### src/common/btr_pkg.sv
// Package for the board trigger and reset control block
package btr_pkg;

  ////////////////////////////////////////////////////////////////////////////
  // Sizes
  localparam int NCH    = 8;
  localparam int SW     = 12;
  localparam int NGP    = 16;
  localparam int PW     = 17;
  localparam int IRQ_W  = 5;

  ////////////////////////////////////////////////////////////////////////////
  // Register offsets
  localparam logic [7:0] OFF_TRIG_CFG = 8'h00;
  localparam logic [7:0] OFF_THRESH   = 8'h04;
  localparam logic [7:0] OFF_TSRC     = 8'h08;
  localparam logic [7:0] OFF_TOUT     = 8'h0C;
  localparam logic [7:0] OFF_SW_TRIG  = 8'h10;
  localparam logic [7:0] OFF_SW_CLEAR = 8'h14;
  localparam logic [7:0] OFF_GP_DIR   = 8'h18;
  localparam logic [7:0] OFF_GP_SEL   = 8'h1C;
  localparam logic [7:0] OFF_GP_DAT   = 8'h20;
  localparam logic [7:0] OFF_GP_IN    = 8'h24;
  localparam logic [7:0] OFF_TTAG     = 8'h28;
  localparam logic [7:0] OFF_IRQ_STAT = 8'h2C;
  localparam logic [7:0] OFF_IRQ_MASK = 8'h30;
  localparam logic [7:0] OFF_STATUS   = 8'h34;

  ////////////////////////////////////////////////////////////////////////////
  // Bit positions
  localparam int PIN_EXT   = 16;
  localparam int GP_MEMFUL = 8;
  localparam int GP_EVRDY  = 9;
  localparam int GP_CHTRIG = 10;
  localparam int GP_RUN    = 11;
  localparam int GP_TTRST  = 12;
  localparam int GP_MCLR   = 13;
  localparam int IRQ_GTRIG = 0;
  localparam int IRQ_EXT   = 1;
  localparam int IRQ_TTRST = 2;
  localparam int IRQ_MCLR  = 3;
  localparam int IRQ_OVF   = 4;

  ////////////////////////////////////////////////////////////////////////////
  // Sample group sizes
  localparam logic [2:0] GRP_STD  = 3'h4;
  localparam logic [2:0] GRP_PACK = 3'h5;

  ////////////////////////////////////////////////////////////////////////////
  // Register layouts
  typedef struct packed {
    logic [15:0] rsv1;
    logic [7:0]  nth;
    logic [5:0]  rsv0;
    logic        packed_sample_mode;
    logic        falling;
  } btr_cfg_t;

  typedef struct packed {
    logic        ext_en;
    logic        sw_en;
    logic [2:0]  rsv1;
    logic [2:0]  coinc;
    logic [15:0] rsv0;
    logic [7:0]  chan_en;
  } btr_src_t;

  ////////////////////////////////////////////////////////////////////////////
  // Reset values
  localparam btr_cfg_t    CFG_RST   = btr_cfg_t'(32'h0000_0100);
  localparam logic [11:0] THR_RST   = 12'h800;
  localparam btr_src_t    TSRC_RST  = btr_src_t'(32'hC000_0000);
  localparam btr_src_t    TOUT_RST  = btr_src_t'(32'hC000_0000);
  localparam logic [15:0] GPDIR_RST = 16'h0FFF;
  localparam logic [15:0] GPSEL_RST = 16'hFFFF;

  ////////////////////////////////////////////////////////////////////////////
  // Carriers
  typedef struct packed {
    logic        wr;
    logic        rd;
    logic [7:0]  addr;
    logic [31:0] wdata;
  } btr_bus_t;

  typedef struct packed {
    logic mem_full;
    logic evt_ready;
    logic run;
  } btr_brd_t;

  typedef logic [NCH-1:0][SW-1:0] btr_samples_t;

  typedef struct packed {
    logic [2:0] samp_cnt;
    logic [7:0] grp_cnt;
    logic       qual;
  } btr_ch_st_t;

  typedef struct packed {
    btr_cfg_t          cfg;
    logic [SW-1:0]     thr;
    btr_src_t          src;
    btr_src_t          tout;
    logic [NGP-1:0]    gp_dir;
    logic [NGP-1:0]    gp_sel;
    logic [NGP-1:0]    gp_dat;
    logic [NGP-1:0]    gpo;
    logic [IRQ_W-1:0]  irq_mask;
    logic [IRQ_W-1:0]  irq_stat;
    logic [PW-1:0]     ps1;
    logic [PW-1:0]     ps2;
    logic [PW-1:0]     ps3;
    logic [PW-1:0]     pf;
    logic [30:0]       tt_cnt;
    logic              tt_ovf;
    logic              run_prev;
    logic [NCH-1:0]    qual_prev;
    logic [NCH-1:0]    loc;
    logic              gtrig;
    logic              tout_o;
    logic              chtrig;
    logic              mclr;
    logic [31:0]       rdata;
  } btr_st_t;

endpackage

### src/btr_chan_trig.sv
// Per-channel threshold qualifier for the auto-trigger
`timescale 1ns/1ps
module btr_chan_trig import btr_pkg::*; (
  // Clock and reset
  input  wire logic          mclk_i,
  input  wire logic          rst_n_i,
  // Sample and settings
  input  wire logic [SW-1:0] sample_i,
  input  wire logic [SW-1:0] thr_i,
  input  wire logic          falling_i,
  input  wire logic          packed_i,
  input  wire logic [7:0]    nth_i,
  // Qualified over-threshold
  output logic               qual_o
);

  btr_ch_st_t q, d;
  logic       beyond;
  logic [2:0] gsize;

  ////////////////////////////////////////////////////////////////////////////
  // Group counting
  always_comb begin
    d      = q;
    beyond = falling_i ? (sample_i < thr_i) : (sample_i > thr_i); // RULE4
    gsize  = packed_i ? GRP_PACK : GRP_STD; // RULE4
    if (!beyond) begin
      d = '0;
    end else begin
      if (q.samp_cnt == gsize - 3'h1) begin
        d.samp_cnt = '0;
        if (q.grp_cnt != 8'hFF) begin
          d.grp_cnt = q.grp_cnt + 8'h01;
        end
      end else begin
        d.samp_cnt = q.samp_cnt + 3'h1;
      end
      d.qual = (d.grp_cnt >= nth_i); // RULE5
    end
  end

  always_ff @(posedge mclk_i or negedge rst_n_i) begin
    if (!rst_n_i) begin
      q <= '0;
    end else begin
      q <= d;
    end
  end

  assign qual_o = q.qual;

  ////////////////////////////////////////////////////////////////////////////
  // Checks
  AST_QUAL_BEYOND: assert property ( // RULE4
    @(posedge mclk_i) disable iff (!rst_n_i) qual_o |-> $past(beyond))
    else $error("qualified without threshold crossing");

  AST_QUAL_DROP: assert property ( // RULE4
    @(posedge mclk_i) disable iff (!rst_n_i) !beyond |=> !qual_o)
    else $error("qualified state kept after leaving threshold");

  AST_QUAL_LAG: assert property ( // RULE5
    @(posedge mclk_i) disable iff (!rst_n_i) $rose(qual_o) |-> (q.grp_cnt >= $past(nth_i)))
    else $error("qualified before minimum group count");

endmodule

### src/btr_top.sv
// Board trigger, front-panel line and reset control
//
// Functional notes
// RULE1 - One board trigger goes to all channels at once.
// RULE2 - External trigger is synchronised to the internal clock.
// RULE3 - A write to the software-trigger register makes a software trigger.
// RULE4 - Channel qualifies after staying beyond threshold for groups of 4 or 5.
// RULE5 - Local trigger lags the crossing by the programmed group count.
// RULE6 - Local triggers only feed the central global trigger logic. Here they also drive the trigger output line and front-panel line 10.
// RULE7 - Local trigger needs coincidence-level other channels over threshold.
// RULE8 - Software keeps coincidence level below enabled channel count.
// RULE9 - Global trigger is the OR of enabled sources, synchronised.
// RULE10 - Trigger output line with selectable sources, local trigger included.
// RULE11 - Sixteen front-panel lines with register-set direction and function.
// RULE12 - Default lines 0-7 trigger requests, 8-11 board status outputs.
// RULE13 - Default line 12 time-tag reset, 13 memory clear, active low.
// RULE14 - Time-tag reset pulse restarts the timestamp timer.
// RULE15 - Memory reset by software clear write or memory clear pulse.
// RULE16 - Global reset clears buffers, counters, errors and restores defaults.
// RULE17 - Time tag: 31 count bits plus overflow, cleared at start.
// RULE18 - Front-panel resets synchronised, acted on at a falling-edge pulse.
// RULE19 - Trigger request per channel is its registered qualified condition.
//
// Decided for this implementation: the plain strobed port and the register addresses.
`timescale 1ns/1ps
module btr_top import btr_pkg::*; (
  // Clock and reset
  input  wire logic          mclk_i,
  input  wire logic          nrst_i,
  // Register port
  input  wire btr_bus_t      bus_i,
  output logic [31:0]        rdata_o,
  // Samples and board status
  input  wire btr_samples_t  samples_i,
  input  wire btr_brd_t      board_i,
  // Front-panel pins
  input  wire logic          ext_trig_i,
  input  wire logic [15:0]   gpio_i,
  output logic [15:0]        gpio_o,
  output logic [15:0]        gpio_oe_o,
  // Triggers, resets, interrupt
  output logic               global_trig_o,
  output logic               trigger_output_line_o,
  output logic               mem_clear_o,
  output logic [31:0]        time_tag_o,
  output logic               irq_o
);

  localparam btr_st_t ST_RST = '{
    cfg:     CFG_RST,
    thr:     THR_RST,
    src:     TSRC_RST,
    tout:    TOUT_RST,
    gp_dir:  GPDIR_RST,
    gp_sel:  GPSEL_RST,
    ps1:     '1,
    ps2:     '1,
    ps3:     '1,
    pf:      '1,
    mclr:    1'b1,
    default: '0
  };

  btr_st_t          q, d;
  logic [1:0]       rst_sync_q;
  logic             rst_n;
  logic [NCH-1:0]   qual;
  logic [PW-1:0]    agree;
  logic [PW-1:0]    chg;
  logic             ext_rise;
  logic             tt_rst;
  logic             mclr_in;
  logic             sw_trig;
  logic             sw_clr;
  logic             run_rise;
  logic [3:0]       ovr_cnt;
  logic [NCH-1:0]   loc_raw;
  logic [NGP-1:0]   func;
  logic [IRQ_W-1:0] irq_ev;
  logic [IRQ_W-1:0] irq_clr;
  logic             wr;

  ////////////////////////////////////////////////////////////////////////////
  // Reset release
  always_ff @(posedge mclk_i or negedge nrst_i) begin
    if (!nrst_i) begin
      rst_sync_q <= 2'h0;
    end else begin
      rst_sync_q <= {rst_sync_q[0], 1'b1};
    end
  end

  assign rst_n = rst_sync_q[1];

  ////////////////////////////////////////////////////////////////////////////
  // Channel qualifiers
  for (genvar g = 0; g < NCH; g++) begin : g_ch
    btr_chan_trig u_ch (
      .mclk_i    (mclk_i),
      .rst_n_i   (rst_n),
      .sample_i  (samples_i[g]),
      .thr_i     (q.thr),
      .falling_i (q.cfg.falling),
      .packed_i  (q.cfg.packed_sample_mode),
      .nth_i     (q.cfg.nth),
      .qual_o    (qual[g])
    );
  end

  ////////////////////////////////////////////////////////////////////////////
  // Next state
  always_comb begin
    d   = q;
    wr  = bus_i.wr;
    // Pin synchronisers
    d.ps1 = {ext_trig_i, gpio_i};
    d.ps2 = q.ps1;
    d.ps3 = q.ps2;
    agree = ~(q.ps2 ^ q.ps3); // RULE2
    d.pf  = (q.ps2 & agree) | (q.pf & ~agree);
    chg   = d.pf ^ q.pf;
    ext_rise = chg[PIN_EXT] & d.pf[PIN_EXT]; // RULE2
    tt_rst   = chg[GP_TTRST] & ~d.pf[GP_TTRST] & ~q.gp_dir[GP_TTRST]; // RULE13 RULE18
    mclr_in  = chg[GP_MCLR] & ~d.pf[GP_MCLR] & ~q.gp_dir[GP_MCLR]; // RULE13 RULE18
    // Strobes from writes
    sw_trig = wr && (bus_i.addr == OFF_SW_TRIG); // RULE3
    sw_clr  = wr && (bus_i.addr == OFF_SW_CLEAR); // RULE15
    // Coincidence
    ovr_cnt = '0;
    for (int i = 0; i < NCH; i++) begin
      ovr_cnt = ovr_cnt + {3'h0, qual[i]};
    end
    for (int i = 0; i < NCH; i++) begin
      loc_raw[i] = qual[i] & ~q.qual_prev[i]
                 & ((ovr_cnt - {3'h0, qual[i]}) >= {1'b0, q.src.coinc}); // RULE7
    end
    d.qual_prev = qual;
    d.loc       = loc_raw & q.src.chan_en; // RULE6
    // Global trigger and trigger output
    d.gtrig  = (ext_rise & q.src.ext_en) | (sw_trig & q.src.sw_en)
             | (|d.loc); // RULE9 RULE1
    d.tout_o = (ext_rise & q.tout.ext_en) | (sw_trig & q.tout.sw_en)
             | (|(loc_raw & q.tout.chan_en)); // RULE10
    d.chtrig = |d.loc;
    // Memory reset
    d.mclr = sw_clr | mclr_in; // RULE15
    // Time tag
    run_rise   = board_i.run & ~q.run_prev;
    d.run_prev = board_i.run;
    if (tt_rst || run_rise) begin
      d.tt_cnt = '0; // RULE14 RULE17
      d.tt_ovf = 1'b0;
    end else begin
      d.tt_cnt = q.tt_cnt + 31'h1; // RULE17
      d.tt_ovf = q.tt_ovf | (&q.tt_cnt);
    end
    // Front-panel line functions
    func            = '0;
    func[7:0]       = qual; // RULE12 RULE19
    func[GP_MEMFUL] = board_i.mem_full; // RULE12
    func[GP_EVRDY]  = board_i.evt_ready;
    func[GP_CHTRIG] = q.chtrig;
    func[GP_RUN]    = board_i.run;
    d.gpo = (func & q.gp_sel) | (q.gp_dat & ~q.gp_sel); // RULE11
    // Interrupt events
    irq_ev            = '0;
    irq_ev[IRQ_GTRIG] = q.gtrig;
    irq_ev[IRQ_EXT]   = ext_rise;
    irq_ev[IRQ_TTRST] = tt_rst;
    irq_ev[IRQ_MCLR]  = d.mclr;
    irq_ev[IRQ_OVF]   = &q.tt_cnt;
    irq_clr = '0;
    // Register writes
    if (wr) begin
      if (bus_i.addr == OFF_TRIG_CFG) begin
        d.cfg = btr_cfg_t'(bus_i.wdata);
      end else if (bus_i.addr == OFF_THRESH) begin
        d.thr = bus_i.wdata[SW-1:0];
      end else if (bus_i.addr == OFF_TSRC) begin
        d.src = btr_src_t'(bus_i.wdata);
      end else if (bus_i.addr == OFF_TOUT) begin
        d.tout = btr_src_t'(bus_i.wdata);
      end else if (bus_i.addr == OFF_GP_DIR) begin
        d.gp_dir = bus_i.wdata[NGP-1:0]; // RULE11
      end else if (bus_i.addr == OFF_GP_SEL) begin
        d.gp_sel = bus_i.wdata[NGP-1:0];
      end else if (bus_i.addr == OFF_GP_DAT) begin
        d.gp_dat = bus_i.wdata[NGP-1:0];
      end else if (bus_i.addr == OFF_IRQ_STAT) begin
        irq_clr = bus_i.wdata[IRQ_W-1:0];
      end else if (bus_i.addr == OFF_IRQ_MASK) begin
        d.irq_mask = bus_i.wdata[IRQ_W-1:0];
      end
    end
    d.irq_stat = (q.irq_stat & ~irq_clr) | irq_ev;
    // Register reads
    d.rdata = '0;
    if (bus_i.rd) begin
      if (bus_i.addr == OFF_TRIG_CFG) begin
        d.rdata = q.cfg;
      end else if (bus_i.addr == OFF_THRESH) begin
        d.rdata = {20'h0_0000, q.thr};
      end else if (bus_i.addr == OFF_TSRC) begin
        d.rdata = q.src;
      end else if (bus_i.addr == OFF_TOUT) begin
        d.rdata = q.tout;
      end else if (bus_i.addr == OFF_GP_DIR) begin
        d.rdata = {16'h0000, q.gp_dir};
      end else if (bus_i.addr == OFF_GP_SEL) begin
        d.rdata = {16'h0000, q.gp_sel};
      end else if (bus_i.addr == OFF_GP_DAT) begin
        d.rdata = {16'h0000, q.gp_dat};
      end else if (bus_i.addr == OFF_GP_IN) begin
        d.rdata = {16'h0000, q.pf[NGP-1:0]};
      end else if (bus_i.addr == OFF_TTAG) begin
        d.rdata = {q.tt_ovf, q.tt_cnt};
      end else if (bus_i.addr == OFF_IRQ_STAT) begin
        d.rdata = {27'h000_0000, q.irq_stat};
      end else if (bus_i.addr == OFF_IRQ_MASK) begin
        d.rdata = {27'h000_0000, q.irq_mask};
      end else if (bus_i.addr == OFF_STATUS) begin
        d.rdata = {16'h0000, q.loc, qual};
      end
    end
  end

  ////////////////////////////////////////////////////////////////////////////
  // State register
  always_ff @(posedge mclk_i or negedge rst_n) begin
    if (!rst_n) begin
      q <= ST_RST; // RULE16
    end else begin
      q <= d;
    end
  end

  ////////////////////////////////////////////////////////////////////////////
  // Outputs
  assign rdata_o               = q.rdata;
  assign gpio_o                = q.gpo;
  assign gpio_oe_o             = q.gp_dir; // RULE11
  assign global_trig_o         = q.gtrig; // RULE1
  assign trigger_output_line_o = q.tout_o;
  assign mem_clear_o           = q.mclr; // RULE16
  assign time_tag_o            = {q.tt_ovf, q.tt_cnt};
  assign irq_o                 = |(q.irq_stat & q.irq_mask);

  ////////////////////////////////////////////////////////////////////////////
  // Checks
  AST_SW_TRIG: assert property ( // RULE3
    @(posedge mclk_i) disable iff (!rst_n)
    (sw_trig && q.src.sw_en) |=> global_trig_o)
    else $error("software trigger write did not fire global trigger");

  AST_EXT_TRIG: assert property ( // RULE2
    @(posedge mclk_i) disable iff (!rst_n)
    ($rose(q.ps3[PIN_EXT]) && q.ps2[PIN_EXT] && q.src.ext_en && !q.pf[PIN_EXT])
    |=> global_trig_o)
    else $error("agreed external edge did not fire global trigger");

  AST_GTRIG_SRC: assert property ( // RULE9
    @(posedge mclk_i) disable iff (!rst_n)
    global_trig_o |-> ($past(ext_rise && q.src.ext_en) || $past(sw_trig && q.src.sw_en)
                       || ($past(q.qual_prev) != q.qual_prev && q.loc != '0)))
    else $error("global trigger without an enabled source");

  AST_COINC: assert property ( // RULE7
    @(posedge mclk_i) disable iff (!rst_n)
    (q.loc != '0) |-> ($past(ovr_cnt) > {1'b0, $past(q.src.coinc)}))
    else $error("local trigger below coincidence level");

  AST_LOC_MASK: assert property ( // RULE6
    @(posedge mclk_i) disable iff (!rst_n)
    (q.loc & ~$past(q.src.chan_en)) == '0)
    else $error("local trigger from a disabled channel");

  AST_TOUT: assert property ( // RULE10
    @(posedge mclk_i) disable iff (!rst_n)
    trigger_output_line_o |-> ($past(ext_rise && q.tout.ext_en)
                               || $past(sw_trig && q.tout.sw_en)
                               || ($past(loc_raw & q.tout.chan_en) != '0)))
    else $error("trigger output without a selected source");

  AST_TT_RST: assert property ( // RULE14
    @(posedge mclk_i) disable iff (!rst_n)
    tt_rst |=> (time_tag_o == 32'h0000_0000))
    else $error("time tag not cleared by reset pulse");

  AST_TT_INC: assert property ( // RULE17
    @(posedge mclk_i) disable iff (!rst_n)
    (rst_n && !tt_rst && !run_rise) |=> (q.tt_cnt == $past(q.tt_cnt) + 31'h1))
    else $error("time tag did not advance");

  AST_MCLR: assert property ( // RULE15
    @(posedge mclk_i) disable iff (!rst_n)
    (sw_clr || mclr_in) |=> mem_clear_o)
    else $error("memory clear not issued");

  AST_GPIO_TREQ: assert property ( // RULE19
    @(posedge mclk_i) disable iff (!rst_n)
    ($past(q.gp_sel[7:0]) == 8'hFF) |-> (gpio_o[7:0] == $past(qual)))
    else $error("trigger request lines do not follow qualifiers");

  AST_RST_DEF: assert property ( // RULE16
    @(posedge mclk_i) disable iff (!rst_n)
    $rose(rst_n) |-> (gpio_oe_o == GPDIR_RST && mem_clear_o && !global_trig_o))
    else $error("defaults not restored by reset");

  AST_IN_LINES: assert property ( // RULE13
    @(posedge mclk_i) disable iff (!rst_n)
    q.gp_dir[GP_TTRST] |-> !tt_rst)
    else $error("time-tag reset taken from an output line");

endmodule
### config.mk
export PLATFORM = sky130hd
export DESIGN_NAME = btr_top
export DESIGN_NICKNAME = d
export VERILOG_FILES = /design/src/common/btr_pkg.sv /design/src/btr_chan_trig.sv /design/src/btr_top.sv
export SDC_FILE = /design/constraint.sdc
export NUM_CORES = 1
export LEC_CHECK = 0
export BUFFER_PORTS_ARGS = -buffer_cell sky130_fd_sc_hd__buf_4
export CAP_MARGIN = 20
export CORE_MARGIN = 2
export CORE_UTILIZATION = 45
export CTS_CLUSTER_DIAMETER = 30
export CTS_CLUSTER_SIZE = 28
export DETAILED_ROUTE_END_ITERATION = 12
export GPL_TIMING_DRIVEN = 0
export PLACE_DENSITY = 0.66
export SLEW_MARGIN = 20
export SYNTH_ARGS = -nofsm -noshare
export SYNTH_HDL_FRONTEND = slang
export SYNTH_SLANG_ARGS = --single-unit
### constraint.sdc
create_clock -name mclk_i -period 12.3 [get_ports mclk_i]
set_input_delay 1.23 -clock mclk_i [delete_from_list [all_inputs] [get_ports mclk_i]]
set_output_delay 1.23 -clock mclk_i [all_outputs]
set_load 0.03 [all_outputs]
==> metrics list, run 1 <==
- Following the worst setup path forward leads to its endpoint at global_trig_o.
* Required time at the worst-slack endpoint: 12.80 ns
- Data arrival time of the critical path: 6.60 ns
- The largest total area in the synthesized netlist belongs to sky130_fd_sc_hd__dfrtp_1.
- Length of the first detailed-routing pass in iterations: 7
- For this run, the total global-route usage over all layers was measured as 0.265.
- Net count after synthesis: 2657
* Vias per cell: 5.72
- In this run the horizontal extent of the chip is between 200 and 250 µm.
- Reg2Reg Setup Slack: 6.20 ns
- The number of antenna diodes in the final layout is 0.
- Entering global routing, the biggest net connects 60 pins.
- At the pin with the least slew margin, the transition time is 1.14 ns.
* Critical path endpoint category: flop
- Initial cell density of the core: 0.455
- Number of hold buffers added after cts: 0
- Sum of negative setup slack: 0 ns
- Adder and majority cell fraction of the synthesized area: 0.123
* Count of standard-cell rows: between 80 and 90
- Dividing total power by cell area gives a power density of about 220 nW/µm².
* Worst setup path start: g_ch[0].u_ch.qual_o
- Static power due to leakage: 14.9 nW
- Dominant synthesized flop cell: sky130_fd_sc_hd__dfrtp_1
- Core area: 53700 µm²
* Initial drt markers: 1414
* Met2 routed WL: ~35000 µm
- No sink is reached through more buffers than the 3 on the longest clock path.
* Placer Congestion: 0.925
- In this run the number of H-tree levels came out at 3.
- The number of global-route vias before repair came to 19800.
- Compound-cell area share of the yosys netlist: 0.117
* Area of the mapped netlist: 24400 µm²
* Maximum fanout along the worst path: 10
* Detailed-routed wire length on met3: 4680 µm
- TritonCTS clock tree: done
- Hold violation total from the final report: 0
- Syn. warnings: 0
* Minimum period implied by the final worst setup slack: 6.10 ns
* Outcome: complete, no violations
- Clock slew at reported path FFs: 0.05 ns
- Summing over every cut layer, the via total after detailed routing is 19600.
- Of the total synthesized cell area, the portion taken by XOR and XNOR cells is 0.0311.
* Sequential area share after synthesis: 0.449
* Floorplan die area: 56200 µm²
- Number of clock buffers inserted by TritonCTS: around 100
- Port buffering added ~260 buffers.
- Measured in cells, the most critical reg-to-reg path has a length of 15.
* Sum of net half-perimeters after detailed placement: 54200 µm
- Yosys mapped the design onto 83 distinct sky130hd cell types.
- Share of synthesized registers carrying an async set or reset: 1.00
- Ranked by total cell area, the synthesized netlist is headed by sky130_fd_sc_hd__dfrtp_1 34%, sky130_fd_sc_hd__ha_1 11%, sky130_fd_sc_hd__dfstp_2 11%.
* Classification of the worst-slack hold path: reg -> async
- Share of the synthesized area in the top cell type: 0.338
* Post-CTS setup buffer count: 0
* Mean instance size in the synthesized netlist: between 10 and 15 µm²
- Number of enable flip-flop cells after synthesis: 0
- Synth Area in Simple Gates: 0.127
- Final critical-path share of the clock period: 0.496
- Final hold slack: about 0.27 ns
- Across the VDD grid, the largest voltage drop is approximately 370 µV.
- Setup violations remaining at the end of the flow were counted as 0.
* Endpoint of the lowest-slack register-to-register path: global_trig_o
- Post-DR wirelength/cell: 21.7 µm
- Once the clock tree was built, the resizer swapped 0 gates to a different size.
- By area, the combinational part of the netlist is dominated by simple AND/OR/NAND/NOR gates.
* Met1 Wirelength: around 31000 µm
- STA classifies the critical path startpoint as a flop.
- Final layout net count: 3024
- The clock reaches the later pin of the worst-skew pair after 0.65 ns.
- Fraction of final layout cells with drive strength greater than 1: 0.320
- Clock skew on the completed layout was measured at 0.0295 ns.
* Number of antenna violations at the first check in global routing: 2
- Post-route antenna net violation count: 0
- Number of sinks on the clock net: about 430
* Root buffer cell: sky130_fd_sc_hd__clkbuf_16
- Vert. Die Dim: 237 µm
- Pins over their slew limit: 0
* Maxcap violations: 0
- FMAX: 164 MHz
- Syn-to-layout area delta: 27.5%
* I/O pin count: 260
- Total wire length: 74300 µm
* Multiplexer share of the synthesized area: 0.0943
- After technology mapping, the gate count stands at 2273.
- Remaining Overflow, GRT: 0
- The worst setup path is of the reg -> reg kind.
* Global-route wire length before repair: 114000 µm
- Setup repair after global routing missed its margin: no
* Post-synthesis register bit count: 433
- Worst slew margin relative to its limit: 0.236
- R2r startpoint: g_ch[0].u_ch.qual_o
- Signal routing reaches up to met5.
- Drc violations: 0
## cell type report
| type | instances | area, µm² |
|---|---|---|
| multi-input combinational | 1568 | 12000 |
| clock buffer | 125 | 2730 |
| clock inverter | 64 | 963 |
| tap | 696 | 871 |
| fill | 4439 | 22600 |
| buffer | 172 | 1060 |
| inverter | 100 | 375 |
| sequential | 433 | 11000 |
| timing repair buffer | 264 | 2130 |
## Yosys cell counts, drive strengths merged, types with 5 or more instances
cell type and instances:
a311oi 9, o21ai 96, mux2 185, nand2 130, nor4b 5, and3 19, nor4 10, o22ai 16
a21o 56, or3 13, nor4bb 6, a211oi 15, a41oi 5, nand4 33, o21a 5, nand2b 28
maj3 17, nor2b 69, xnor2 60, and2 6, and4 5, nor2 125, a31oi 14, nor3 59
buf 128, mux2i 22, o211ai 22, o31a 7, nand3 60, dfstp 103, xor2 25, inv 99
nand4bb 5, a22oi 11, a2111oi 12, a32oi 12, a21oi 133, dfrtp 330, ha 220, clkbuf 44
## worst min-delay path by stage
stage / from / end / slack [ns] / cells past startpoint
floorplan: rst_sync_q[0] / rst_sync_q[1] / 0.33 / 0
global placement: rst_sync_q[0] / rst_sync_q[1] / 0.34 / 0
detailed placement: rst_sync_q[1] / g_ch[3].u_ch.q[8] / 0.29 / 0
CTS: rst_sync_q[1] / g_ch[3].u_ch.q[7] / 0.29 / 0
global route: rst_sync_q[1] / g_ch[3].u_ch.q[7] / 0.31 / 0
finish: rst_sync_q[1] / g_ch[3].u_ch.q[7] / 0.27 / 0
## kinds of logic (layout without fill, tap and decap cells)
family | count (synthesis) | in the layout
buffers and inverters | 272 | 725
multiplexers | 207 | 207
AO/OA/AOI/OAI | 444 | 444
flip-flops | 433 | 433
XOR/XNOR | 85 | 85
adder cells (fa/ha/maj) | 241 | 241
other | 1 | 1
AND/OR/NAND/NOR | 590 | 590
## routing by layer
metal / GRT usage / vias up
met5: 0 / -
met4: 0.121 / 4
met3: 0.0501 / 216
li1: - / 8869
met1: 0.344 / 9685
met2: 0.430 / 809
## cells in the final DEF (no fill, tap or decap), drive strengths merged, types with 6 or more instances in the layout
cell type / count
o21ai: 96
o211ai: 22
nor4bb: 6
nand3: 60
mux2i: 22
o22ai: 16
a31oi: 14
a21oi: 133
bufinv: 20
nor3: 59
nor4: 10
nand2b: 28
ha: 220
o31a: 7
and2: 6
a32oi: 12
clkinv: 31
nor2: 125
or3: 13
mux2: 185
nand2: 130
a22oi: 11
inv: 109
buf: 392
a311oi: 9
dfstp: 103
and3: 19
a211oi: 15
a21o: 56
nor2b: 69
xnor2: 60
xor2: 25
maj3: 17
a2111oi: 12
clkbuf: 169
nand4: 33
dfrtp: 330
## critical path: stages (launching register included)
cell	delay (ns)
sky130_fd_sc_hd__dfrtp_1	0.61
sky130_fd_sc_hd__inv_1	0.12
sky130_fd_sc_hd__fa_1	0.57
sky130_fd_sc_hd__fa_1	0.43
sky130_fd_sc_hd__fa_1	0.45
sky130_fd_sc_hd__inv_1	0.09
sky130_fd_sc_hd__ha_1	0.18
sky130_fd_sc_hd__inv_1	0.06
sky130_fd_sc_hd__fa_1	0.75
sky130_fd_sc_hd__clkbuf_1	0.33
sky130_fd_sc_hd__clkbuf_1	0.41
sky130_fd_sc_hd__a311oi_1	0.16
sky130_fd_sc_hd__a2111oi_1	0.99
sky130_fd_sc_hd__nor3_1	0.28
sky130_fd_sc_hd__nor4_2	0.39
sky130_fd_sc_hd__nand3_1	0.15
## power by group
| group | internal [W] | switching (W) | total [W] |
|---|---|---|---|
| sequential | 0.00156 | 0.000146 | 0.00171 |
| clock | 0.00200 | 0.000869 | 0.00286 |
| combinational | 0.000963 | 0.00128 | 0.00224 |
| total | 0.00452 | 0.00230 | 0.00682 |
## state kept, by name, summed over array words and instances, names as in the netlist, named ones only
name and cells:
rdata_o 32, rst_sync_q 2, g_ch.u_ch.q 88, g_ch.u_ch.qual_o 8
trigger_output_line_o 1, d 34, func 1, q 187
gpio_o 16, global_trig_o 1, mem_clear_o 1, time_tag_o 32
gpio_oe_o 16
## through the flow
step / std cells / utilization / total power, W / instance area [µm²] / setup WS [ns]
finish: 3422 / 0.580 / 0.00682 / 31100 / 6.20
global route: 3422 / 0.580 / 0.00721 / 31100 / 6.02
floorplan: 2273 / - / 0.00328 / 24400 / 5.34
global placement: 3225 / 0.507 / 0.00381 / 27200 / 2.69
detailed placement: 3233 / 0.511 / 0.00395 / 27400 / 6.27
CTS: 3422 / 0.580 / 0.00686 / 31100 / 6.25
(Power assumes the default switching activity.)
==> run 2, diff against run 1 <==
Settings changed: ABC_AREA set to 1, PLACE_DENSITY 0.66 to not set.
Clock period 12.3 ns to 5.8 ns, I/O delays scaled along.
==> run 2 against run 1 <==
Effect of this change:
- critical path type unchanged
- synthesized area is 0.32% lower
- fmax is 21% higher
- cell area is 1.0% lower
- clock skew is 0.0089 ns higher
- largest power group is now combinational logic
- highest routed layer is now met4
- combinational power grew to 2.8 times the previous value
- power is 130% higher
- clock-buffer cell count is 5 lower
- core utilization is 0.58 points lower
- cell count is 18% higher
- wire length is 2.4% higher
==> metrics list, run 2 <==
- Static power due to leakage: 15.2 nW (was 14.9 nW)
- Net count after synthesis: 3256 (was 2657)
* Horiz. Die Dim: 237 µm (about the same)
* Sum of net half-perimeters after detailed placement: 57400 µm (was 54200 µm)
* Share of synthesized registers carrying an async set or reset: 1.00 (unchanged)
* Floorplan die area: 56000 µm² (was 56200 µm²)
* Most repeated cell in the gate-level netlist after synthesis: sky130_fd_sc_hd__nand2_1 (was sky130_fd_sc_hd__dfrtp_1)
* Placer Congestion: 0.932 (was 0.925)
- Power Density: 505 nW/µm² (was 219 nW/µm²)
- The total clock buffers created by CTS was 99 (was 101).
* Register name with the most flops: q (unchanged)
* Final hold slack: 0.0438 ns (was 0.267 ns)
- The worst path setup slack after routing came to 0.740 ns (was 6.20 ns).
- The number of clock sinks seen by CTS came to 433 (unchanged).
- Flip-flop count of the largest register, all copies and words added: 187 (unchanged)
* Number of hold buffers added after cts: 1 (was 0)
- Length of the first detailed-routing pass in iterations: 7 (unchanged)
* Initial cell density of the core: 0.453 (was 0.455)
* Data arrival time of the critical path: 5.56 ns (was 6.60 ns)
- Core area: 53700 µm² (unchanged)
- Register area: 11000 µm² (unchanged)
- Outcome: complete, no violations (unchanged)
- Setup repair after global routing missed its margin: no (unchanged)
- Peak VDD IR: 603 µV (was 371 µV)
- The DRC violation count after routing is 0 (unchanged).
- Remaining Overflow, GRT: 0 (unchanged)
- The share of cells above drive strength 1 was 0.217 (was 0.320).
* Share of the synthesized area in the top cell type: 0.339 (was 0.338)
- The number of vias per cell was 5.28 (was 5.72).
- The number of inserted filler cells in the final layout was 4739 (was 4439).
* Cells resized by post-CTS repair: 0 (unchanged)
- Pins over their slew limit: 0 (unchanged)
- Critical path endpoint category: flop (unchanged)
* Yosys cell types: 55 (was 83)
* Most used standard cells in the synthesized netlist: 554 x sky130_fd_sc_hd__nand2_1, 336 x sky130_fd_sc_hd__inv_1, 330 x sky130_fd_sc_hd__dfrtp_1, 270 x sky130_fd_sc_hd__nor2_1, 220 x sky130_fd_sc_hd__ha_1 (was 330 x sky130_fd_sc_hd__dfrtp_1, 220 x sky130_fd_sc_hd__ha_1, 173 x sky130_fd_sc_hd__mux2_2, 133 x sky130_fd_sc_hd__a21oi_1, 130 x sky130_fd_sc_hd__nand2_1)
* Total track usage: 0.272 (was 0.265)
* Final Cell Area: 30800 µm² (was 31100 µm²)
* Mean instance size in the synthesized netlist: 8.48 µm² (was 10.7 µm²)
* Final critical-path share of the clock period: 0.872 (was 0.496)
- The detailed-route via count was 21200 (was 19600).
- Footprint of the multi-input gates: 11000 µm² (was 12000 µm²)
- Maximum fanout along the worst path: 9 (was 10)
- The type of the most critical hold path is in -> reg (was reg -> async).
- The number of gates on the worst path with buffers counted is 19 (was 15).
- The post-route clock skew came to 0.0384 ns (was 0.0295 ns).
* Area of the mapped netlist: 24400 µm² (about the same)
- Required time at the worst-slack endpoint: 6.30 ns (was 12.80 ns)
- Most used cells in the layout excluding fill and tap cells: 554 x sky130_fd_sc_hd__nand2_1, 359 x sky130_fd_sc_hd__buf_4, 336 x sky130_fd_sc_hd__inv_1 (was 357 x sky130_fd_sc_hd__buf_4, 329 x sky130_fd_sc_hd__dfrtp_1, 220 x sky130_fd_sc_hd__ha_1)
- Vias in the first global route: 21000 (was 19800)
- Total wire length: 76100 µm (was 74300 µm)
- Largest buffer count on any clock path: 3 (unchanged)
* Post-route antenna net violation count: 0 (unchanged)
* Clock slew at reported path FFs: 0.05 ns (about the same)
- Utilization after layout: 0.574 (was 0.580)
- Placement-stage worst setup slack: 0.820 ns (was 6.27 ns)
* Leading area contributor after synthesis: sky130_fd_sc_hd__dfrtp_1 (unchanged)
* H-tree depth: 3 (unchanged)
* Hold violation total from the final report: 0 (unchanged)
- Maximum number of pins on one net before global-route repair: 60 (unchanged)
- Top cell family by delay on the critical path: adder cells (unchanged)
- The number of placed I/O pins was 260 (unchanged).
- The element type at the critical path start is a flop (unchanged).
- The final critical delay including setup and external delays was 5.06 ns (was 6.10 ns).
- The buffer type at the clock tree root is sky130_fd_sc_hd__clkbuf_16 (unchanged).
* Setup violators final: 0 (unchanged)
- Slowest stage delay, CP: 0.76 ns (was 0.99 ns)
- Global-route wire length before repair: 118000 µm (was 114000 µm)
* Number of cells on the worst reg-to-reg path: 19 (was 15)
- The flip-flop and latch count after synthesis came to 433 (unchanged).
- Synthesized netlist cell count: 2872 (was 2273)
- The area growth from synthesis to layout came to 26.6% (was 27.5%).
* Most common cell after layout, fill and taps aside: sky130_fd_sc_hd__nand2_1 (was sky130_fd_sc_hd__buf_4)
- Area post-placement: 27400 µm² (about the same)
- The die outline height was 237 µm (about the same).
- The relative max-transition margin came to 0.248 (was 0.236).
- The total of buffers placed on input and output ports was 258 (was 256).
- Sequential area share after synthesis: 0.450 (was 0.449)
* Initial drt markers: 1709 (was 1414)
- TritonCTS clock tree: done (unchanged)
- Number of enable flip-flop cells after synthesis: 0 (unchanged)
- Count of standard-cell rows: 85 (unchanged)
- FMAX: 198 MHz (was 164 MHz)
- The post-CTS setup buffer count was 0 (unchanged).
- Start-to-end type of the worst setup path: reg -> reg (unchanged)
- Largest cells by area after synthesis: sky130_fd_sc_hd__dfrtp_1 34%, sky130_fd_sc_hd__ha_1 11%, sky130_fd_sc_hd__dfstp_2 11% (unchanged).
- The dominant register cell in the synthesized netlist is sky130_fd_sc_hd__dfrtp_1 (unchanged).
* Syn. warnings: 0 (unchanged)
- The final net count is 3624 (was 3024).
* Hold Path Stages: 1
- Ordered cell list for the critical path: inv_1, fa_1, fa_1, fa_1, inv_1, ha_1, inv_1, fa_1, ha_1, inv_1, ha_1, o21ai_0, nand2_1, a21oi_1, nand3_1, nand3_1, nand2_1, nor2_1, nand3_1 (was inv_1, fa_1, fa_1, fa_1, inv_1, ha_1, inv_1, fa_1, clkbuf_1, clkbuf_1, a311oi_1, a2111oi_1, nor3_1, nor4_2, nand3_1).
* Number of antenna violations at the first check in global routing: 0 (was 2)
* Sum of negative setup slack: 0 ns (unchanged)
- The number of max-cap violations was 0 (unchanged).
* Worst path buffer plus inverter count: 4 (was 5)
* Clk Latency, worst-skew pair: 0.64 ns (was 0.65 ns)
- The slew at the pin closest to its max-slew limit came to 1.12 ns (was 1.14 ns).
- The standard cell with the maximum stage delay on the critical path was sky130_fd_sc_hd__fa_1 (was sky130_fd_sc_hd__a2111oi_1).
- Post-DR wirelength/cell: 18.9 µm (was 21.7 µm)
run 2: changes by cell type in the layout (fill, tap and decap cells not counted), moves of 29 or more:
cell | before | now
sky130_fd_sc_hd__xor2_1 | 24 | 57
sky130_fd_sc_hd__xnor2_1 | 59 | 12
sky130_fd_sc_hd__nand3_1 | 59 | 149
sky130_fd_sc_hd__a21o_1 | 56 | 0
sky130_fd_sc_hd__a21oi_1 | 133 | 162
sky130_fd_sc_hd__nor2_1 | 119 | 270
sky130_fd_sc_hd__o21ai_0 | 93 | 128
sky130_fd_sc_hd__nand2_1 | 130 | 554
sky130_fd_sc_hd__inv_1 | 99 | 336
sky130_fd_sc_hd__nor2b_1 | 69 | 1
sky130_fd_sc_hd__o21ai_1 | 3 | 130
sky130_fd_sc_hd__mux2_2 | 173 | 3
run 2: worst paths after layout:
check	startpoint	to	slack (ns)
max	g_ch[0].u_ch.qual_o	global_trig_o	0.74
min	gpio_i[13]	d[132]	0.04
max reg2reg	g_ch[0].u_ch.qual_o	global_trig_o	0.74
min reg2reg	rst_sync_q[1]	time_tag_o[1]	0.30
max in group asynchronous	rst_sync_q[1]	q[302]	3.83
min in group asynchronous	nrst_i	rst_sync_q[1]	0.27
run 2: through the flow:
| step | cells | power, W |
|---|---|---|
| final | 4023 | 0.0156 |
| after global routing | 4022 | 0.0169 |
| after CTS | 4022 | 0.0156 |
| after detailed placement | 3834 | 0.00995 |
| after global placement | 3826 | 0.00968 |
| after floorplan | 2872 | 0.00817 |
run 2: logic make-up (layout without fill, tap and decap cells):
family	Yosys count	in the layout	share of synthesized area
AND/OR/NAND/NOR	1113	1113	0.192
AO/OA/AOI/OAI	495	495	0.111
XOR/XNOR	69	69	0.0248
flip-flops	433	433	0.450
buffers and inverters	516	970	0.0967
multiplexers	4	4	0.00180
other	1	2	0.000154
adder cells (fa/ha/maj)	241	241	0.123
run 2: area by class of cell:
cell class / count / area share
buffer: 165 / 0.0336
multi-input combinational: 1923 / 0.358
timing repair buffer: 267 / 0.0701
clock buffer: 120 / 0.0882
inverter: 351 / 0.0427
tap: 696 / 0.0283
sequential: 433 / 0.356
antenna: 1 / 0.0000812
clock inverter: 67 / 0.0233
run 2: metal layers:
metal,GRT usage,share of wire,up-vias
li1,-,-,10100
met1,0.390,0.46,10300
met2,0.431,0.46,739
met4,0.0765,0.020,0
met5,0,0,-
met3,0.0386,0.063,110
run 2: worst reg2reg max path, stage by stage, from the launching register on:
cell                      delay [ns]
sky130_fd_sc_hd__dfrtp_1        0.58
sky130_fd_sc_hd__inv_1          0.16
sky130_fd_sc_hd__fa_1           0.61
sky130_fd_sc_hd__fa_1           0.46
sky130_fd_sc_hd__fa_1           0.45
sky130_fd_sc_hd__inv_1          0.09
sky130_fd_sc_hd__ha_1           0.16
sky130_fd_sc_hd__inv_1          0.06
sky130_fd_sc_hd__fa_1           0.76
sky130_fd_sc_hd__ha_1           0.31
sky130_fd_sc_hd__inv_1          0.06
sky130_fd_sc_hd__ha_1           0.21
sky130_fd_sc_hd__o21ai_0        0.07
sky130_fd_sc_hd__nand2_1        0.07
sky130_fd_sc_hd__a21oi_1        0.14
sky130_fd_sc_hd__nand3_1        0.23
sky130_fd_sc_hd__nand3_1        0.19
sky130_fd_sc_hd__nand2_1        0.07
sky130_fd_sc_hd__nor2_1         0.15
sky130_fd_sc_hd__nand3_1        0.11
run 2: power by group:
group | switching (W) | internal (W)
Sequential | 0.000304 | 0.00335
Combinational | 0.00388 | 0.00247
Clock | 0.00188 | 0.00368
Total | 0.00606 | 0.00950
==> run 3, diff against run 2 <==
Settings changed: SYNTH_HIERARCHICAL set to 1.
==> run 3 against run 2 <==
Effect of this change:
- combinational power is 15% higher
- wire length increased by 8.0%
- worst setup slack better by 0.017 ns
- non-clock buffer count is 6 higher
- register-to-register slack improved by 0.02 ns
- clock skew up 0.0094 ns
- critical path depth stayed put
- worst hold slack worse by 0.014 ns
- clock power is 17% higher
- die area grew 8.6%
- critical path type unchanged
==> metrics list, run 3 <==
- Outcome: complete, no violations (unchanged).
- Cells resized by post-CTS repair: 0 (unchanged)
- Peak VDD IR: 564 µV (was 603 µV)
- The number of vias per cell is 5.11 (was 5.28).
- The post-synthesis cell count is 3300 (was 2872).
- TritonCTS clock tree: done (unchanged)
- The DRC violation count after routing is 0 (unchanged).
- The fraction of the mapped netlist area in simple logic gates came to 0.247 (was 0.192).
- Data arrival time of the critical path: 5.56 ns (about the same)
- The register containing the most flip-flops in the final layout is q (unchanged).
* Number of enable flip-flop cells after synthesis: 0 (unchanged)
- The number of setup violations in the final report was 0 (unchanged).
* Flip-flop count of the largest register, all copies and words added: 187 (unchanged)
* Count of antenna diodes in the layout: 0 (was 1)
- Fraction of final layout cells with drive strength greater than 1: 0.253 (was 0.217)
* Power Density: 526 nW/µm² (was 505 nW/µm²)
* Post-CTS setup buffer count: 0 (unchanged)
- CP startpoint kind: flop (unchanged)
- Leading area contributor after synthesis: sky130_fd_sc_hd__dfrtp_1 (unchanged)
* Count of standard-cell rows: 88 (was 85)
- The largest family of logic cells by synthesized area is simple AND/OR/NAND/NOR gates (unchanged).
- The final instance area was 33600 µm² (was 30800 µm²).
- Most used cells in the layout excluding fill and tap cells: 790 x sky130_fd_sc_hd__nand2_1, 546 x sky130_fd_sc_hd__inv_1, 366 x sky130_fd_sc_hd__buf_4 (was 554 x sky130_fd_sc_hd__nand2_1, 359 x sky130_fd_sc_hd__buf_4, 336 x sky130_fd_sc_hd__inv_1).
* Number of cells on the worst reg-to-reg path: 19 (unchanged)
- Number of clock buffers inserted by TritonCTS: 105 (was 99)
- Setup repair after global routing missed its margin: no (unchanged)
- Met1 Wirelength: 34700 µm (was 34900 µm)
- Count of input and output buffers: 258 (unchanged)
- Pins over their slew limit: 0 (unchanged)
- Number of antenna violations at the first check in global routing: 0 (unchanged)
- Share of synthesized registers carrying an async set or reset: 1.00 (unchanged)
- The share of the synthesized area in compound gates (AO/OA/AOI/OAI) is 0.0799 (was 0.111).
* Post-synthesis xor/xnor area fraction: 0.0182 (was 0.0248)
* Initial drt markers: 1418 (was 1709)
- The final hold slack came to 0.0294 ns (was 0.0438 ns).
- Reg2Reg Setup Slack: 0.76 ns (was 0.74 ns)
- Sum of net half-perimeters after detailed placement: 61500 µm (was 57400 µm)
* Root buffer cell: sky130_fd_sc_hd__clkbuf_16 (unchanged)
- Clk Latency, worst-skew pair: 0.65 ns (was 0.64 ns)
- The cell count of the worst hold path came to 1 (unchanged).
* Detailed-routed wire length on met3: 4290 µm (was 4780 µm)
- The combined global-route utilization of all metal layers was 0.273 (was 0.272).
* Hold violation total from the final report: 0 (unchanged)
- Required time at the worst-slack endpoint: 6.32 ns (was 6.30 ns)
- Largest cells by area after synthesis: sky130_fd_sc_hd__dfrtp_1 31%, sky130_fd_sc_hd__nand2_1 11%, sky130_fd_sc_hd__ha_1 10% (was sky130_fd_sc_hd__dfrtp_1 34%, sky130_fd_sc_hd__ha_1 11%, sky130_fd_sc_hd__dfstp_2 11%).
* Clock slew at reported path FFs: 0.05 ns (about the same)
- Floorplan die area: 60800 µm² (was 56000 µm²)
- The instance area at placement was 29600 µm² (was 27400 µm²).
- Dominant synthesized flop cell: sky130_fd_sc_hd__dfrtp_1 (unchanged)
* Endpoint of the lowest-slack register-to-register path: func[10] (was global_trig_o)
* Syn-to-layout area delta: 26.9% (was 26.6%)
- Share of the synthesized area in the top cell type: 0.312 (was 0.339)
- Syn. warnings: 6 (was 0)
- The flip-flop and latch count after synthesis came to 433 (unchanged).
- The post-synthesis sequential area ratio was 0.414 (was 0.450).
- The post-synthesis instance area came to 26500 µm² (was 24400 µm²).
- The routed length per instance came to 18.1 µm (was 18.9 µm).
- The net count after synthesis was 3684 (was 3256).
* Mean instance size in the synthesized netlist: 8.03 µm² (was 8.48 µm²)
- Post-layout power: 0.0177 W (was 0.0156 W)
- The number of placed I/O pins is 260 (unchanged).
- Classification of the worst-slack hold path: in -> reg (unchanged)
* Start-to-end type of the worst setup path: reg -> reg (unchanged)
- The die outline height came to 247 µm (was 237 µm).
- The final net count was 4061 (was 3624).
* Core area: 57900 µm² (was 53700 µm²)
- The leakage power of the design is 17.1 nW (was 15.2 nW).
- Most used standard cells in the synthesized netlist: 790 x sky130_fd_sc_hd__nand2_1, 546 x sky130_fd_sc_hd__inv_1, 330 x sky130_fd_sc_hd__dfrtp_1, 220 x sky130_fd_sc_hd__ha_1, 194 x sky130_fd_sc_hd__o21ai_0 (was 554 x sky130_fd_sc_hd__nand2_1, 336 x sky130_fd_sc_hd__inv_1, 330 x sky130_fd_sc_hd__dfrtp_1, 270 x sky130_fd_sc_hd__nor2_1, 220 x sky130_fd_sc_hd__ha_1).
* Met2 routed WL: 40200 µm (was 34900 µm)
- The arithmetic-cell share of the synthesized area counting full adders, half adders and majority gates is 0.113 (was 0.123).
* Worst Max-Slew Pin Slew: 1.10 ns (was 1.12 ns)
- The worst min-delay path endpoint was d[129] (was d[132]).
- Final critical-path share of the clock period: 0.870 (was 0.872)
* Horiz. Die Dim: 247 µm (was 237 µm)
- The maximum number of pins on one net before global-route repair came to 57 (was 60).
* Maximum fanout along the worst path: 9 (unchanged)
- The global placement routability congestion came to 0.938 (was 0.932).
- The overflow left after global routing was 0 (unchanged).
- The number of max-cap violations was 0 (unchanged).
* FMAX: 198 MHz (about the same)
- Top routing layer used: met4 (unchanged)
- Largest buffer count on any clock path: 3 (unchanged)
* Number of sinks on the clock net: 433 (unchanged)
- Utilization after layout: 0.580 (was 0.574)
- Yosys cell types: 52 (was 55)
- The total wire length after detailed routing came to 82200 µm (was 76100 µm).
- Vias in the first global route: 23700 (was 21000)
- The final critical delay including setup and external delays is 5.04 ns (was 5.06 ns).
* Global-route wire length before repair: 128000 µm (was 118000 µm)
* Setup clock skew after layout: 0.0478 ns (was 0.0384 ns)
- The proportion of synthesized area in mux cells came to 0.00170 (was 0.00180).
- H-tree depth: 3 (unchanged)
* Critical path endpoint category: flop (unchanged)
- Hold Startpoint: gpio_i[10] (was gpio_i[13])
* Vias post-DR: 23200 (was 21200)
- Post-route antenna net violation count: 0 (unchanged)
- The starting utilization of the core area is 0.457 (was 0.453).
- The start of the worst register-to-register path is g_ch[1].u_ch/qual_o (was g_ch[0].u_ch.qual_o).
* Most repeated cell in the gate-level netlist after synthesis: sky130_fd_sc_hd__nand2_1 (unchanged)
* Length of the first detailed-routing pass in iterations: 7 (unchanged)
- The relative max-transition margin was 0.267 (was 0.248).
- Most common cell after layout, fill and taps aside: sky130_fd_sc_hd__nand2_1 (unchanged)
run 3: power breakdown:
group          total (W)  switching, W  internal [W]
Sequential       0.00392      0.000456       0.00346
Combinational    0.00728       0.00439       0.00288
Clock            0.00648       0.00187       0.00462
run 3: per-stage QoR:
stage	std cells	TNS [ns]	setup slack [ns]
3_3_place_gp	4323	-5.16	-0.0445
6_report	4535	0	0.756
4_1_cts	4535	0	0.841
2_1_floorplan	3300	0	1.62
3_5_place_dp	4332	0	0.868
5_1_grt	4535	0	0.435
run 3: logic make-up (layout without fill, tap and decap cells):
kind of cell | count (synthesis) | in the layout
buffers and inverters | 744 | 1214
adder cells (fa/ha/maj) | 241 | 241
flip-flops | 433 | 433
multiplexers | 4 | 4
AO/OA/AOI/OAI | 395 | 395
XOR/XNOR | 55 | 55
other | 1 | 1
AND/OR/NAND/NOR | 1427 | 1427
run 3: cell type report:
class | count | area, µm²
fill | 5263 | 24300
multi-input combinational | 2123 | 12200
sequential | 433 | 11000
clock buffer | 141 | 2960
timing repair buffer | 270 | 2200
inverter | 576 | 2170
buffer | 168 | 1170
clock inverter | 59 | 1000
tap | 765 | 957
run 3: worst max-delay path, stage by stage, from the launching register on:
cell	delay [ns]
sky130_fd_sc_hd__dfrtp_1	0.55
sky130_fd_sc_hd__inv_1	0.18
sky130_fd_sc_hd__fa_1	0.51
sky130_fd_sc_hd__fa_1	0.53
sky130_fd_sc_hd__fa_1	0.42
sky130_fd_sc_hd__inv_1	0.10
sky130_fd_sc_hd__ha_1	0.17
sky130_fd_sc_hd__inv_1	0.06
sky130_fd_sc_hd__fa_1	0.80
sky130_fd_sc_hd__ha_1	0.32
sky130_fd_sc_hd__inv_1	0.05
sky130_fd_sc_hd__ha_1	0.21
sky130_fd_sc_hd__o21ai_0	0.07
sky130_fd_sc_hd__nand2_1	0.07
sky130_fd_sc_hd__a21oi_1	0.17
sky130_fd_sc_hd__nand2_1	0.17
sky130_fd_sc_hd__nand4_1	0.20
sky130_fd_sc_hd__nand2_1	0.07
sky130_fd_sc_hd__nor2_1	0.14
sky130_fd_sc_hd__nand2_1	0.12
run 3: per-layer routing:
metal,up-vias,global-route usage
met2,677,0.468
met5,-,0
met4,0,0.114
met3,177,0.0459
met1,11200,0.340
li1,11200,-
run 3: worst max-delay path by stage:
stage	from	endpoint	slack, ns	cells past startpoint
global placement	rst_sync_q[1]	g_ch[7].u_ch/q[3]	-0.04	0
CTS	g_ch[1].u_ch/qual_o	func[10]	0.84	19
finish	g_ch[1].u_ch/qual_o	func[10]	0.76	19
global route	g_ch[1].u_ch/qual_o	func[10]	0.43	19
floorplan	rst_sync_q[1]	func[10]	1.62	0
detailed placement	g_ch[1].u_ch/qual_o	func[10]	0.87	19
run 3: repair_timing:
item,CTS,global route
endpoints found under the setup margin,0,0
endpoints found under the hold margin,4,0
hold buffers,3,0
